===== src/design/flash_suspend_pkg.sv =====
package flash_suspend_pkg;

  localparam logic [7:0] OP_ERS_SUSPEND = 8'h75;
  localparam logic [7:0] OP_ERS_RESUME  = 8'h7A;
  localparam logic [7:0] OP_PRG_SUSPEND = 8'h85;
  localparam logic [7:0] OP_PRG_RESUME  = 8'h8A;
  localparam logic [7:0] OP_READ_STATUS = 8'h05;

  localparam logic [2:0] STATUS_BUSY_BIT = 3'h0;
  localparam logic [2:0] BIT_CNT_LAST   = 3'h7;

  localparam int CLK_PERIOD_NS = 10;
  localparam int ERS_SUSP_MAX_US = 48;
  localparam int PRG_SUSP_MAX_US = 40;
  // Longest times round down to whole clock cycles.
  localparam int ERS_SUSP_MAX_CYCLES = ERS_SUSP_MAX_US * 1000 / CLK_PERIOD_NS;
  localparam int PRG_SUSP_MAX_CYCLES = PRG_SUSP_MAX_US * 1000 / CLK_PERIOD_NS;

  localparam int ERASE_DEFAULT_CYCLES   = 100000;
  localparam int PROGRAM_DEFAULT_CYCLES = 20000;
  localparam int HALT_CNT_W = 16;
  localparam int OP_CNT_W   = 32;

  typedef enum logic [2:0] {
    ST_IDLE,
    ST_ERASING,
    ST_ERS_HALTING,
    ST_ERS_SUSPENDED,
    ST_PROGRAMMING,
    ST_PRG_HALTING,
    ST_PRG_SUSPENDED
  } op_state_t;

endpackage


===== src/design/flash_suspend_resume_control.sv =====
module flash_suspend_resume_control
  import flash_suspend_pkg::*;
#(
  parameter int ERASE_CYCLES    = ERASE_DEFAULT_CYCLES,
  parameter int PROGRAM_CYCLES  = PROGRAM_DEFAULT_CYCLES,
  parameter int ERS_HALT_CYCLES = ERS_SUSP_MAX_CYCLES / 2,
  parameter int PRG_HALT_CYCLES = PRG_SUSP_MAX_CYCLES / 2
) (
  input  wire logic sys_clk,
  input  wire logic srst,
  input  wire logic sck_pin,
  input  wire logic cs_n_pin,
  input  wire logic mosi_pin,
  input  wire logic erase_start,
  input  wire logic program_start,
  output logic      miso,
  output logic      miso_oe,
  output logic      write_in_progress_flag,
  output logic      erase_suspended,
  output logic      program_suspended,
  output logic      erase_done,
  output logic      program_done
);

  op_state_t             state_reg,    state_next;
  logic [OP_CNT_W-1:0]   op_left_reg,  op_left_next;
  logic [HALT_CNT_W-1:0] halt_cnt_reg, halt_cnt_next;
  logic                  busy_next;
  logic                  ers_done_next;
  logic                  prg_done_next;
  logic                  opcode_valid;
  logic [7:0]            opcode;

  function automatic logic is_busy(input op_state_t st);
    is_busy = (st == ST_ERASING) || (st == ST_ERS_HALTING) ||
              (st == ST_PROGRAMMING) || (st == ST_PRG_HALTING);
  endfunction

  function automatic logic op_is(input logic valid, input logic [7:0] code, input logic [7:0] want);
    op_is = valid && (code == want);
  endfunction

  spi_opcode_rx u_rx (
    .sys_clk      (sys_clk),
    .srst         (srst),
    .sck_pin      (sck_pin),
    .cs_n_pin     (cs_n_pin),
    .mosi_pin     (mosi_pin),
    .busy         (write_in_progress_flag),
    .miso         (miso),
    .miso_oe      (miso_oe),
    .opcode_valid (opcode_valid),
    .opcode       (opcode)
  );

  // A single progress counter serves both operations: while one is
  // suspended nothing else runs here, so its remaining count simply waits.
  always_comb begin
    state_next    = state_reg;
    op_left_next  = op_left_reg;
    halt_cnt_next = halt_cnt_reg;
    ers_done_next = 1'b0;
    prg_done_next = 1'b0;
    case (state_reg)
      ST_IDLE: begin
        if (erase_start) begin
          state_next   = ST_ERASING;
          op_left_next = OP_CNT_W'(ERASE_CYCLES - 1);
        end else if (program_start) begin
          state_next   = ST_PROGRAMMING;
          op_left_next = OP_CNT_W'(PROGRAM_CYCLES - 1);
        end
      end
      ST_ERASING: begin
        if (op_is(opcode_valid, opcode, OP_ERS_SUSPEND)) begin
          state_next    = ST_ERS_HALTING;
          halt_cnt_next = HALT_CNT_W'(ERS_HALT_CYCLES - 1);
        end else if (op_left_reg == '0) begin
          state_next    = ST_IDLE;
          ers_done_next = 1'b1;
        end else begin
          op_left_next = op_left_reg - OP_CNT_W'(1);
        end
      end
      ST_ERS_HALTING: begin
        if (halt_cnt_reg == '0) begin
          state_next = ST_ERS_SUSPENDED;
        end else begin
          halt_cnt_next = halt_cnt_reg - HALT_CNT_W'(1);
        end
      end
      ST_ERS_SUSPENDED: begin
        if (op_is(opcode_valid, opcode, OP_ERS_RESUME)) begin
          state_next = ST_ERASING;
        end
      end
      ST_PROGRAMMING: begin
        if (op_is(opcode_valid, opcode, OP_PRG_SUSPEND)) begin
          state_next    = ST_PRG_HALTING;
          halt_cnt_next = HALT_CNT_W'(PRG_HALT_CYCLES - 1);
        end else if (op_left_reg == '0) begin
          state_next    = ST_IDLE;
          prg_done_next = 1'b1;
        end else begin
          op_left_next = op_left_reg - OP_CNT_W'(1);
        end
      end
      ST_PRG_HALTING: begin
        if (halt_cnt_reg == '0) begin
          state_next = ST_PRG_SUSPENDED;
        end else begin
          halt_cnt_next = halt_cnt_reg - HALT_CNT_W'(1);
        end
      end
      ST_PRG_SUSPENDED: begin
        if (op_is(opcode_valid, opcode, OP_PRG_RESUME)) begin
          state_next = ST_PROGRAMMING;
        end
      end
      default: begin
        state_next = ST_IDLE;
      end
    endcase
    // Opcodes not named in the current state fall through untouched.
    busy_next = is_busy(state_next);
  end

  always_ff @(posedge sys_clk) begin
    if (srst) begin
      state_reg              <= ST_IDLE;
      op_left_reg            <= '0;
      halt_cnt_reg           <= '0;
      write_in_progress_flag <= 1'b0;
      erase_suspended        <= 1'b0;
      program_suspended      <= 1'b0;
      erase_done             <= 1'b0;
      program_done           <= 1'b0;
    end else begin
      state_reg              <= state_next;
      op_left_reg            <= op_left_next;
      halt_cnt_reg           <= halt_cnt_next;
      write_in_progress_flag <= busy_next;
      erase_suspended        <= (state_next == ST_ERS_SUSPENDED);
      program_suspended      <= (state_next == ST_PRG_SUSPENDED);
      erase_done             <= ers_done_next;
      program_done           <= prg_done_next;
    end
  end

  // Cycles spent halting, for the latency checks only.
  logic [HALT_CNT_W-1:0] lat_cnt_reg;
  always_ff @(posedge sys_clk) begin
    if (srst || !(state_reg == ST_ERS_HALTING || state_reg == ST_PRG_HALTING)) begin
      lat_cnt_reg <= '0;
    end else begin
      lat_cnt_reg <= lat_cnt_reg + HALT_CNT_W'(1);
    end
  end

  AST_ERS_SUSPEND_TAKEN: assert property (@(posedge sys_clk) disable iff (srst)
    (state_reg == ST_ERASING && opcode_valid && opcode == OP_ERS_SUSPEND)
      |=> state_reg == ST_ERS_HALTING ##1 write_in_progress_flag)
    else $error("erase suspend opcode not taken");

  AST_ERS_RESUME_TAKEN: assert property (@(posedge sys_clk) disable iff (srst)
    (state_reg == ST_ERS_SUSPENDED && opcode_valid && opcode == OP_ERS_RESUME)
      |=> state_reg == ST_ERASING && write_in_progress_flag && !erase_suspended)
    else $error("erase resume opcode not taken");

  AST_PRG_SUSPEND_TAKEN: assert property (@(posedge sys_clk) disable iff (srst)
    (state_reg == ST_PROGRAMMING && opcode_valid && opcode == OP_PRG_SUSPEND)
      |=> state_reg == ST_PRG_HALTING)
    else $error("program suspend opcode not taken");

  AST_PRG_RESUME_TAKEN: assert property (@(posedge sys_clk) disable iff (srst)
    (state_reg == ST_PRG_SUSPENDED && opcode_valid && opcode == OP_PRG_RESUME)
      |=> state_reg == ST_PROGRAMMING && !program_suspended)
    else $error("program resume opcode not taken");

  AST_ERS_HALT_LATENCY: assert property (@(posedge sys_clk) disable iff (srst)
    (state_reg == ST_ERS_HALTING) |-> lat_cnt_reg < HALT_CNT_W'(ERS_SUSP_MAX_CYCLES))
    else $error("erase suspend latency exceeded");

  AST_PRG_HALT_LATENCY: assert property (@(posedge sys_clk) disable iff (srst)
    (state_reg == ST_PRG_HALTING) |-> lat_cnt_reg < HALT_CNT_W'(PRG_SUSP_MAX_CYCLES))
    else $error("program suspend latency exceeded");

  AST_SUSPENDED_READY: assert property (@(posedge sys_clk) disable iff (srst)
    $rose(erase_suspended || program_suspended) |-> !write_in_progress_flag)
    else $error("busy still set while suspended");

  AST_STRAY_OPCODE_IGNORED: assert property (@(posedge sys_clk) disable iff (srst)
    (state_reg == ST_IDLE && opcode_valid && !erase_start && !program_start)
      |=> state_reg == ST_IDLE)
    else $error("suspend or resume acted with nothing to act on");

  AST_RESUME_KEEPS_PROGRESS: assert property (@(posedge sys_clk) disable iff (srst)
    (state_reg == ST_ERASING && $past(state_reg) == ST_ERS_SUSPENDED)
      |-> op_left_reg == $past(op_left_reg))
    else $error("erase progress lost across suspend");

endmodule // flash_suspend_resume_control


===== src/design/spi_opcode_rx.sv =====
module spi_opcode_rx
  import flash_suspend_pkg::*;
(
  input  wire logic       sys_clk,
  input  wire logic       srst,
  input  wire logic       sck_pin,
  input  wire logic       cs_n_pin,
  input  wire logic       mosi_pin,
  input  wire logic       busy,
  output logic            miso,
  output logic            miso_oe,
  output logic            opcode_valid,
  output logic [7:0]      opcode
);

  logic [1:0] sck_sync_reg;
  logic [1:0] cs_sync_reg;
  logic [1:0] mosi_sync_reg;
  logic       sck_prev_reg;
  logic [2:0] bit_cnt_reg,  bit_cnt_next;
  logic [7:0] shift_reg,    shift_next;
  logic       got_op_reg,   got_op_next;
  logic       status_reg,   status_next;
  logic [2:0] out_cnt_reg,  out_cnt_next;
  logic       miso_next,    miso_oe_next;
  logic       opv_next;
  logic [7:0] opcode_next;
  logic       sck_rise;
  logic       sck_fall;

  always_ff @(posedge sys_clk) begin
    if (srst) begin
      sck_sync_reg  <= 2'h0;
      cs_sync_reg   <= 2'h3;
      mosi_sync_reg <= 2'h0;
      sck_prev_reg  <= 1'b0;
    end else begin
      sck_sync_reg  <= {sck_sync_reg[0], sck_pin};
      cs_sync_reg   <= {cs_sync_reg[0], cs_n_pin};
      mosi_sync_reg <= {mosi_sync_reg[0], mosi_pin};
      sck_prev_reg  <= sck_sync_reg[1];
    end
  end

  assign sck_rise = sck_sync_reg[1] & ~sck_prev_reg;
  assign sck_fall = ~sck_sync_reg[1] & sck_prev_reg;

  // Mode 0 framing: data in on rising edges, status out on falling edges.
  always_comb begin
    bit_cnt_next = bit_cnt_reg;
    shift_next   = shift_reg;
    got_op_next  = got_op_reg;
    status_next  = status_reg;
    out_cnt_next = out_cnt_reg;
    miso_next    = miso;
    miso_oe_next = miso_oe;
    opv_next     = 1'b0;
    opcode_next  = opcode;
    if (cs_sync_reg[1]) begin
      bit_cnt_next = 3'h0;
      got_op_next  = 1'b0;
      status_next  = 1'b0;
      out_cnt_next = 3'h0;
      miso_oe_next = 1'b0;
      miso_next    = 1'b0;
    end else begin
      if (sck_rise && !got_op_reg) begin
        shift_next   = {shift_reg[6:0], mosi_sync_reg[1]};
        bit_cnt_next = bit_cnt_reg + 3'h1;
        if (bit_cnt_reg == BIT_CNT_LAST) begin
          got_op_next = 1'b1;
          opv_next    = 1'b1;
          opcode_next = {shift_reg[6:0], mosi_sync_reg[1]};
          status_next = ({shift_reg[6:0], mosi_sync_reg[1]} == OP_READ_STATUS);
        end
      end
      if (sck_fall && status_reg) begin
        // Busy is re-sampled for every status byte so polling sees it drop.
        miso_next    = (out_cnt_reg == (BIT_CNT_LAST - STATUS_BUSY_BIT)) ? busy : 1'b0;
        miso_oe_next = 1'b1;
        out_cnt_next = out_cnt_reg + 3'h1;
      end
    end
  end

  always_ff @(posedge sys_clk) begin
    if (srst) begin
      bit_cnt_reg  <= 3'h0;
      shift_reg    <= 8'h00;
      got_op_reg   <= 1'b0;
      status_reg   <= 1'b0;
      out_cnt_reg  <= 3'h0;
      miso         <= 1'b0;
      miso_oe      <= 1'b0;
      opcode_valid <= 1'b0;
      opcode       <= 8'h00;
    end else begin
      bit_cnt_reg  <= bit_cnt_next;
      shift_reg    <= shift_next;
      got_op_reg   <= got_op_next;
      status_reg   <= status_next;
      out_cnt_reg  <= out_cnt_next;
      miso         <= miso_next;
      miso_oe      <= miso_oe_next;
      opcode_valid <= opv_next;
      opcode       <= opcode_next;
    end
  end

endmodule // spi_opcode_rx


===== config.mk =====
export PLATFORM = sky130hd
export DESIGN_NAME = flash_suspend_resume_control
export DESIGN_NICKNAME = d
export VERILOG_FILES = /design/src/design/flash_suspend_pkg.sv /design/src/design/flash_suspend_resume_control.sv /design/src/design/spi_opcode_rx.sv
export SDC_FILE = /design/constraint.sdc
export NUM_CORES = 1
export LEC_CHECK = 0
export ABC_AREA = 0
export BUFFER_PORTS_ARGS = -buffer_cell sky130_fd_sc_hd__buf_4
export CAP_MARGIN = 20
export CORE_MARGIN = 3
export CORE_UTILIZATION = 60
export CTS_BUF_LIST = sky130_fd_sc_hd__clkbuf_2
export CTS_CLUSTER_DIAMETER = 150
export DETAILED_ROUTE_END_ITERATION = 7
export PLACE_DENSITY = 0.77
export SLEW_MARGIN = 40
export SYNTH_ARGS = -nofsm -noshare
export SYNTH_HDL_FRONTEND = slang
export SYNTH_SLANG_ARGS = --single-unit

===== constraint.sdc =====
create_clock -name sys_clk -period 7.3 [get_ports sys_clk]
set_clock_uncertainty 0.1 [all_clocks]
set_input_delay 0.73 -clock sys_clk [delete_from_list [all_inputs] [get_ports sys_clk]]
set_output_delay 0.73 -clock sys_clk [all_outputs]
set_load 0.01 [all_outputs]

==> results.ini <==
[synthesis]
synth_fa_ha_area_share_pct = 2.04
yosysWarnings = 0
synth-main-ff-cell = dfxtp_1
synth_area_leader_cell = dfxtp_1
ys_ff_latch = 89
synthArstFlopShare_pct = 0
ys_seq_area_share_pct = 41.4
synth_xor_xnor_area_share_pct = 4.68
synth_simple_gate_area_share_pct = 32.2
synth.area.mux_share_pct = 1.16
synth_edf_count = 0
synthTopCellsByCount = dfxtp_1 (89), nor2_1 (72), a21oi_1 (47)
synthesis.nets = 529
synth_top_family_by_area = simple AND/OR/NAND/NOR gates
synth-compound-area-share_pct = 15.3
synth_top_area_share_pct = 41.4
synthTopCellsByArea = dfxtp_1 (41%), nor2_1 (6.3%), a21oi_1 (5.5%)
syn_area_um2 = 4300
avgSynthCellArea_um2 = 8.36
yosysMostFrequentCell = dfxtp_1
netlist_instances = 515
synth.distinct_cells = 61

[global_routing]
overflow = 0
grt_use_met2_pct = 36.6
grt_pass1_vias = 3433
grt_pass1_wl_mm = 15.7
top_usage_layer = met2
gr-usage-all-layers_pct = 22.8
met1_usage_pct = 30.6
antenna_found_initial = 0
met3_usage_pct = 5.58
grt_max_degree = 61

[worst_hold_path]
hold_depth = 2
hold_class = primary input to flip-flop

[timing]
rsz0062_at_grt = false
maxSlewHeadroom_pct = 47.3
final.period_utilization_pct = 40.8
slew_violations = 0
min_period_ns = 2.98
max_slew.worst_pin.slew_ns = 0.784
layout_setup_ws_ns = 4.32
fin_tns_setup_ns = 0
max_freq_mhz = 336
setup_viol = 0
hold_violations = 0

[worst_setup_path]
max_stage_delay_ns = 0.55
r2r_cells = 7
path_class = flip-flop to flip-flop
arrival_ns = 3.37
cp-startpoint = op_left_reg[3]
crit_end = op_left_reg[0]
path_cells = nor4_2 > nand4_1 > nor4_4 > buf_4 > or2_1 > nor2_1 > a211oi_2
r2r_start = op_left_reg[3]
critPathMaxFanout = 11
endpoint_kind = flip-flop
critPathRequiredTime_ns = 7.69
r2r_end = op_left_reg[0]
reg2reg_setup_slack_ns = 4.32
crit_slowest_cell = nor4_4
cp-start-kind = flip-flop

[routing]
wl_mm = 9.05
dr.first_iter.drc_count = 216
dr.pass1.iters = 5
dr_total_vias = 3700
postRouteAntennaNets = 0
routedWlPerCell_um = 14.6
remaining_drc_errors = 0
routed_via_density = 5.98

[layout]
fin_nets = 532
drive_gt1_share_pct = 10.9
multiInputGateArea_um2 = 2400
fill_cells = 624
syn_to_final_growth_pct = 5.61
n_antenna_cell = 0
largest_reg_flops = 32
ff_latch_area_um2 = 1780

[power_and_ir_drop]
peakVddDrop_uv = 264
cellLeakagePower_nw = 1.66
p_per_area_nw_per_um2 = 401

[floorplanning]
die_h_um = 90.7
boundaryPins = 14
core_area_um2 = 6870
die_width_um = 90.7
initial_core_util_pct = 62.6
rows = 30
die_area_um2 = 8220

[clock_network]
clock_latency_ns = 0.56
clk_pin_slew_ns = 0.23
clockBufferDepth = 2
ctsHoldBuffers = 0
cts.sinks = 89
cts_resized = 0
cts_inserted_buffers = 9
htreeDepth = 3
root_buffer = clkbuf_2
cts_tree = done
post_cts_buffers = 0

[flow_run]
max-cap-violations = 0

[placement]
dp_hpwl_mm = 6.20
pre_cts_ws_ns = 4.35
numPortBuffers = 13
place_congestion = 0.894

[outcome]
status = complete, no violations

==> routing by layer <==
layer  share of wire (%)  up-vias  routed length [um]
met5                   0        -                   0
met4                 1.0        0                  95
met3                 4.6        8                 414
met2                  47       85                4220
met1                  48     1762                4320
li1                    -     1845                   -
==> area by class of cell <==
class	count	share of cell area, %
inverters	10	0.826
flip-flops and latches	89	39.2
well taps	96	2.64
multi-input cells	393	52.8
clock buffers	10	1.10
clock inverters	6	0.909
repair buffers	15	2.48
==> critical path, delay by kind of cell (launching register included) <==
kind	cells	cell delay, ns
AND/OR/NAND/NOR	5	1.92
flip-flops	1	0.42
buffers and inverters	1	0.28
AO/OA/AOI/OAI	1	0.21
==> where the power goes <==
part           internal, W  switching, W  leakage (nW)
Combinational     0.000340      0.000581         0.881
Clock            0.0000467      0.000170        0.0564
Sequential        0.000571      0.000111         0.723
Total             0.000958      0.000862          1.66
==> logic make-up after synthesis <==
group,after synthesis
buffers and inverters,33
xor gates and xnor gates,23
and+or+nand+nor,251
DFF,89
muxes,5
adders and majority gates,7
AOI/OAI and AO/OA,107
==> worst min-delay path by stage <==
stage | startpoint | end | slack, ns
after global placement | u_rx.cs_sync_reg[0] | u_rx.cs_sync_reg[1] | 0.30
after global routing | cs_n_pin | u_rx.cs_sync_reg[0] | 0.19
final | cs_n_pin | u_rx.cs_sync_reg[0] | 0.26
after CTS | cs_n_pin | u_rx.cs_sync_reg[0] | 0.22
after floorplan | u_rx.cs_sync_reg[0] | u_rx.cs_sync_reg[1] | 0.29
after detailed placement | u_rx.cs_sync_reg[0] | u_rx.cs_sync_reg[1] | 0.30
==> through the flow <==
stage                     total power, W  util [%]  area (um2)  std cells  hold slack (ns)
after floorplan                  0.00140         -        4300        515            0.289
after global placement           0.00156      64.5        4430        602            0.297
after detailed placement         0.00159      64.7        4440        603            0.299
final                            0.00182      66.2        4540        619            0.257
after global routing             0.00197      66.2        4540        619            0.192
after CTS                        0.00181      66.0        4540        619            0.224
==> cell usage in the layout, fill, tap and decap left out, drive strengths merged, types with 3 or more instances in the layout <==
cell type  netlist  routed
nor2b            8       8
a31oi           10      10
o21ai           18      18
mux2i            5       5
and4b            3       3
ha               7       7
a21oi           47      47
o31ai            4       4
nor3b            5       5
a211oi           5       5
nand3            5       5
nand2           44      44
nor4b            5       5
or4              6       6
a21o             3       3
clkbuf          19      10
a311oi           5       5
or2             12      12
inv             10      12
dfxtp           89      89
xnor2           22      22
nor3            24      24
nand2b          18      18
nand4            5       5
nand3b           6       6
nor4            21      21
buf              4      15
or3              9       9
nor2            72      72
No activity file was read; power rests on OpenSTA's default activity.
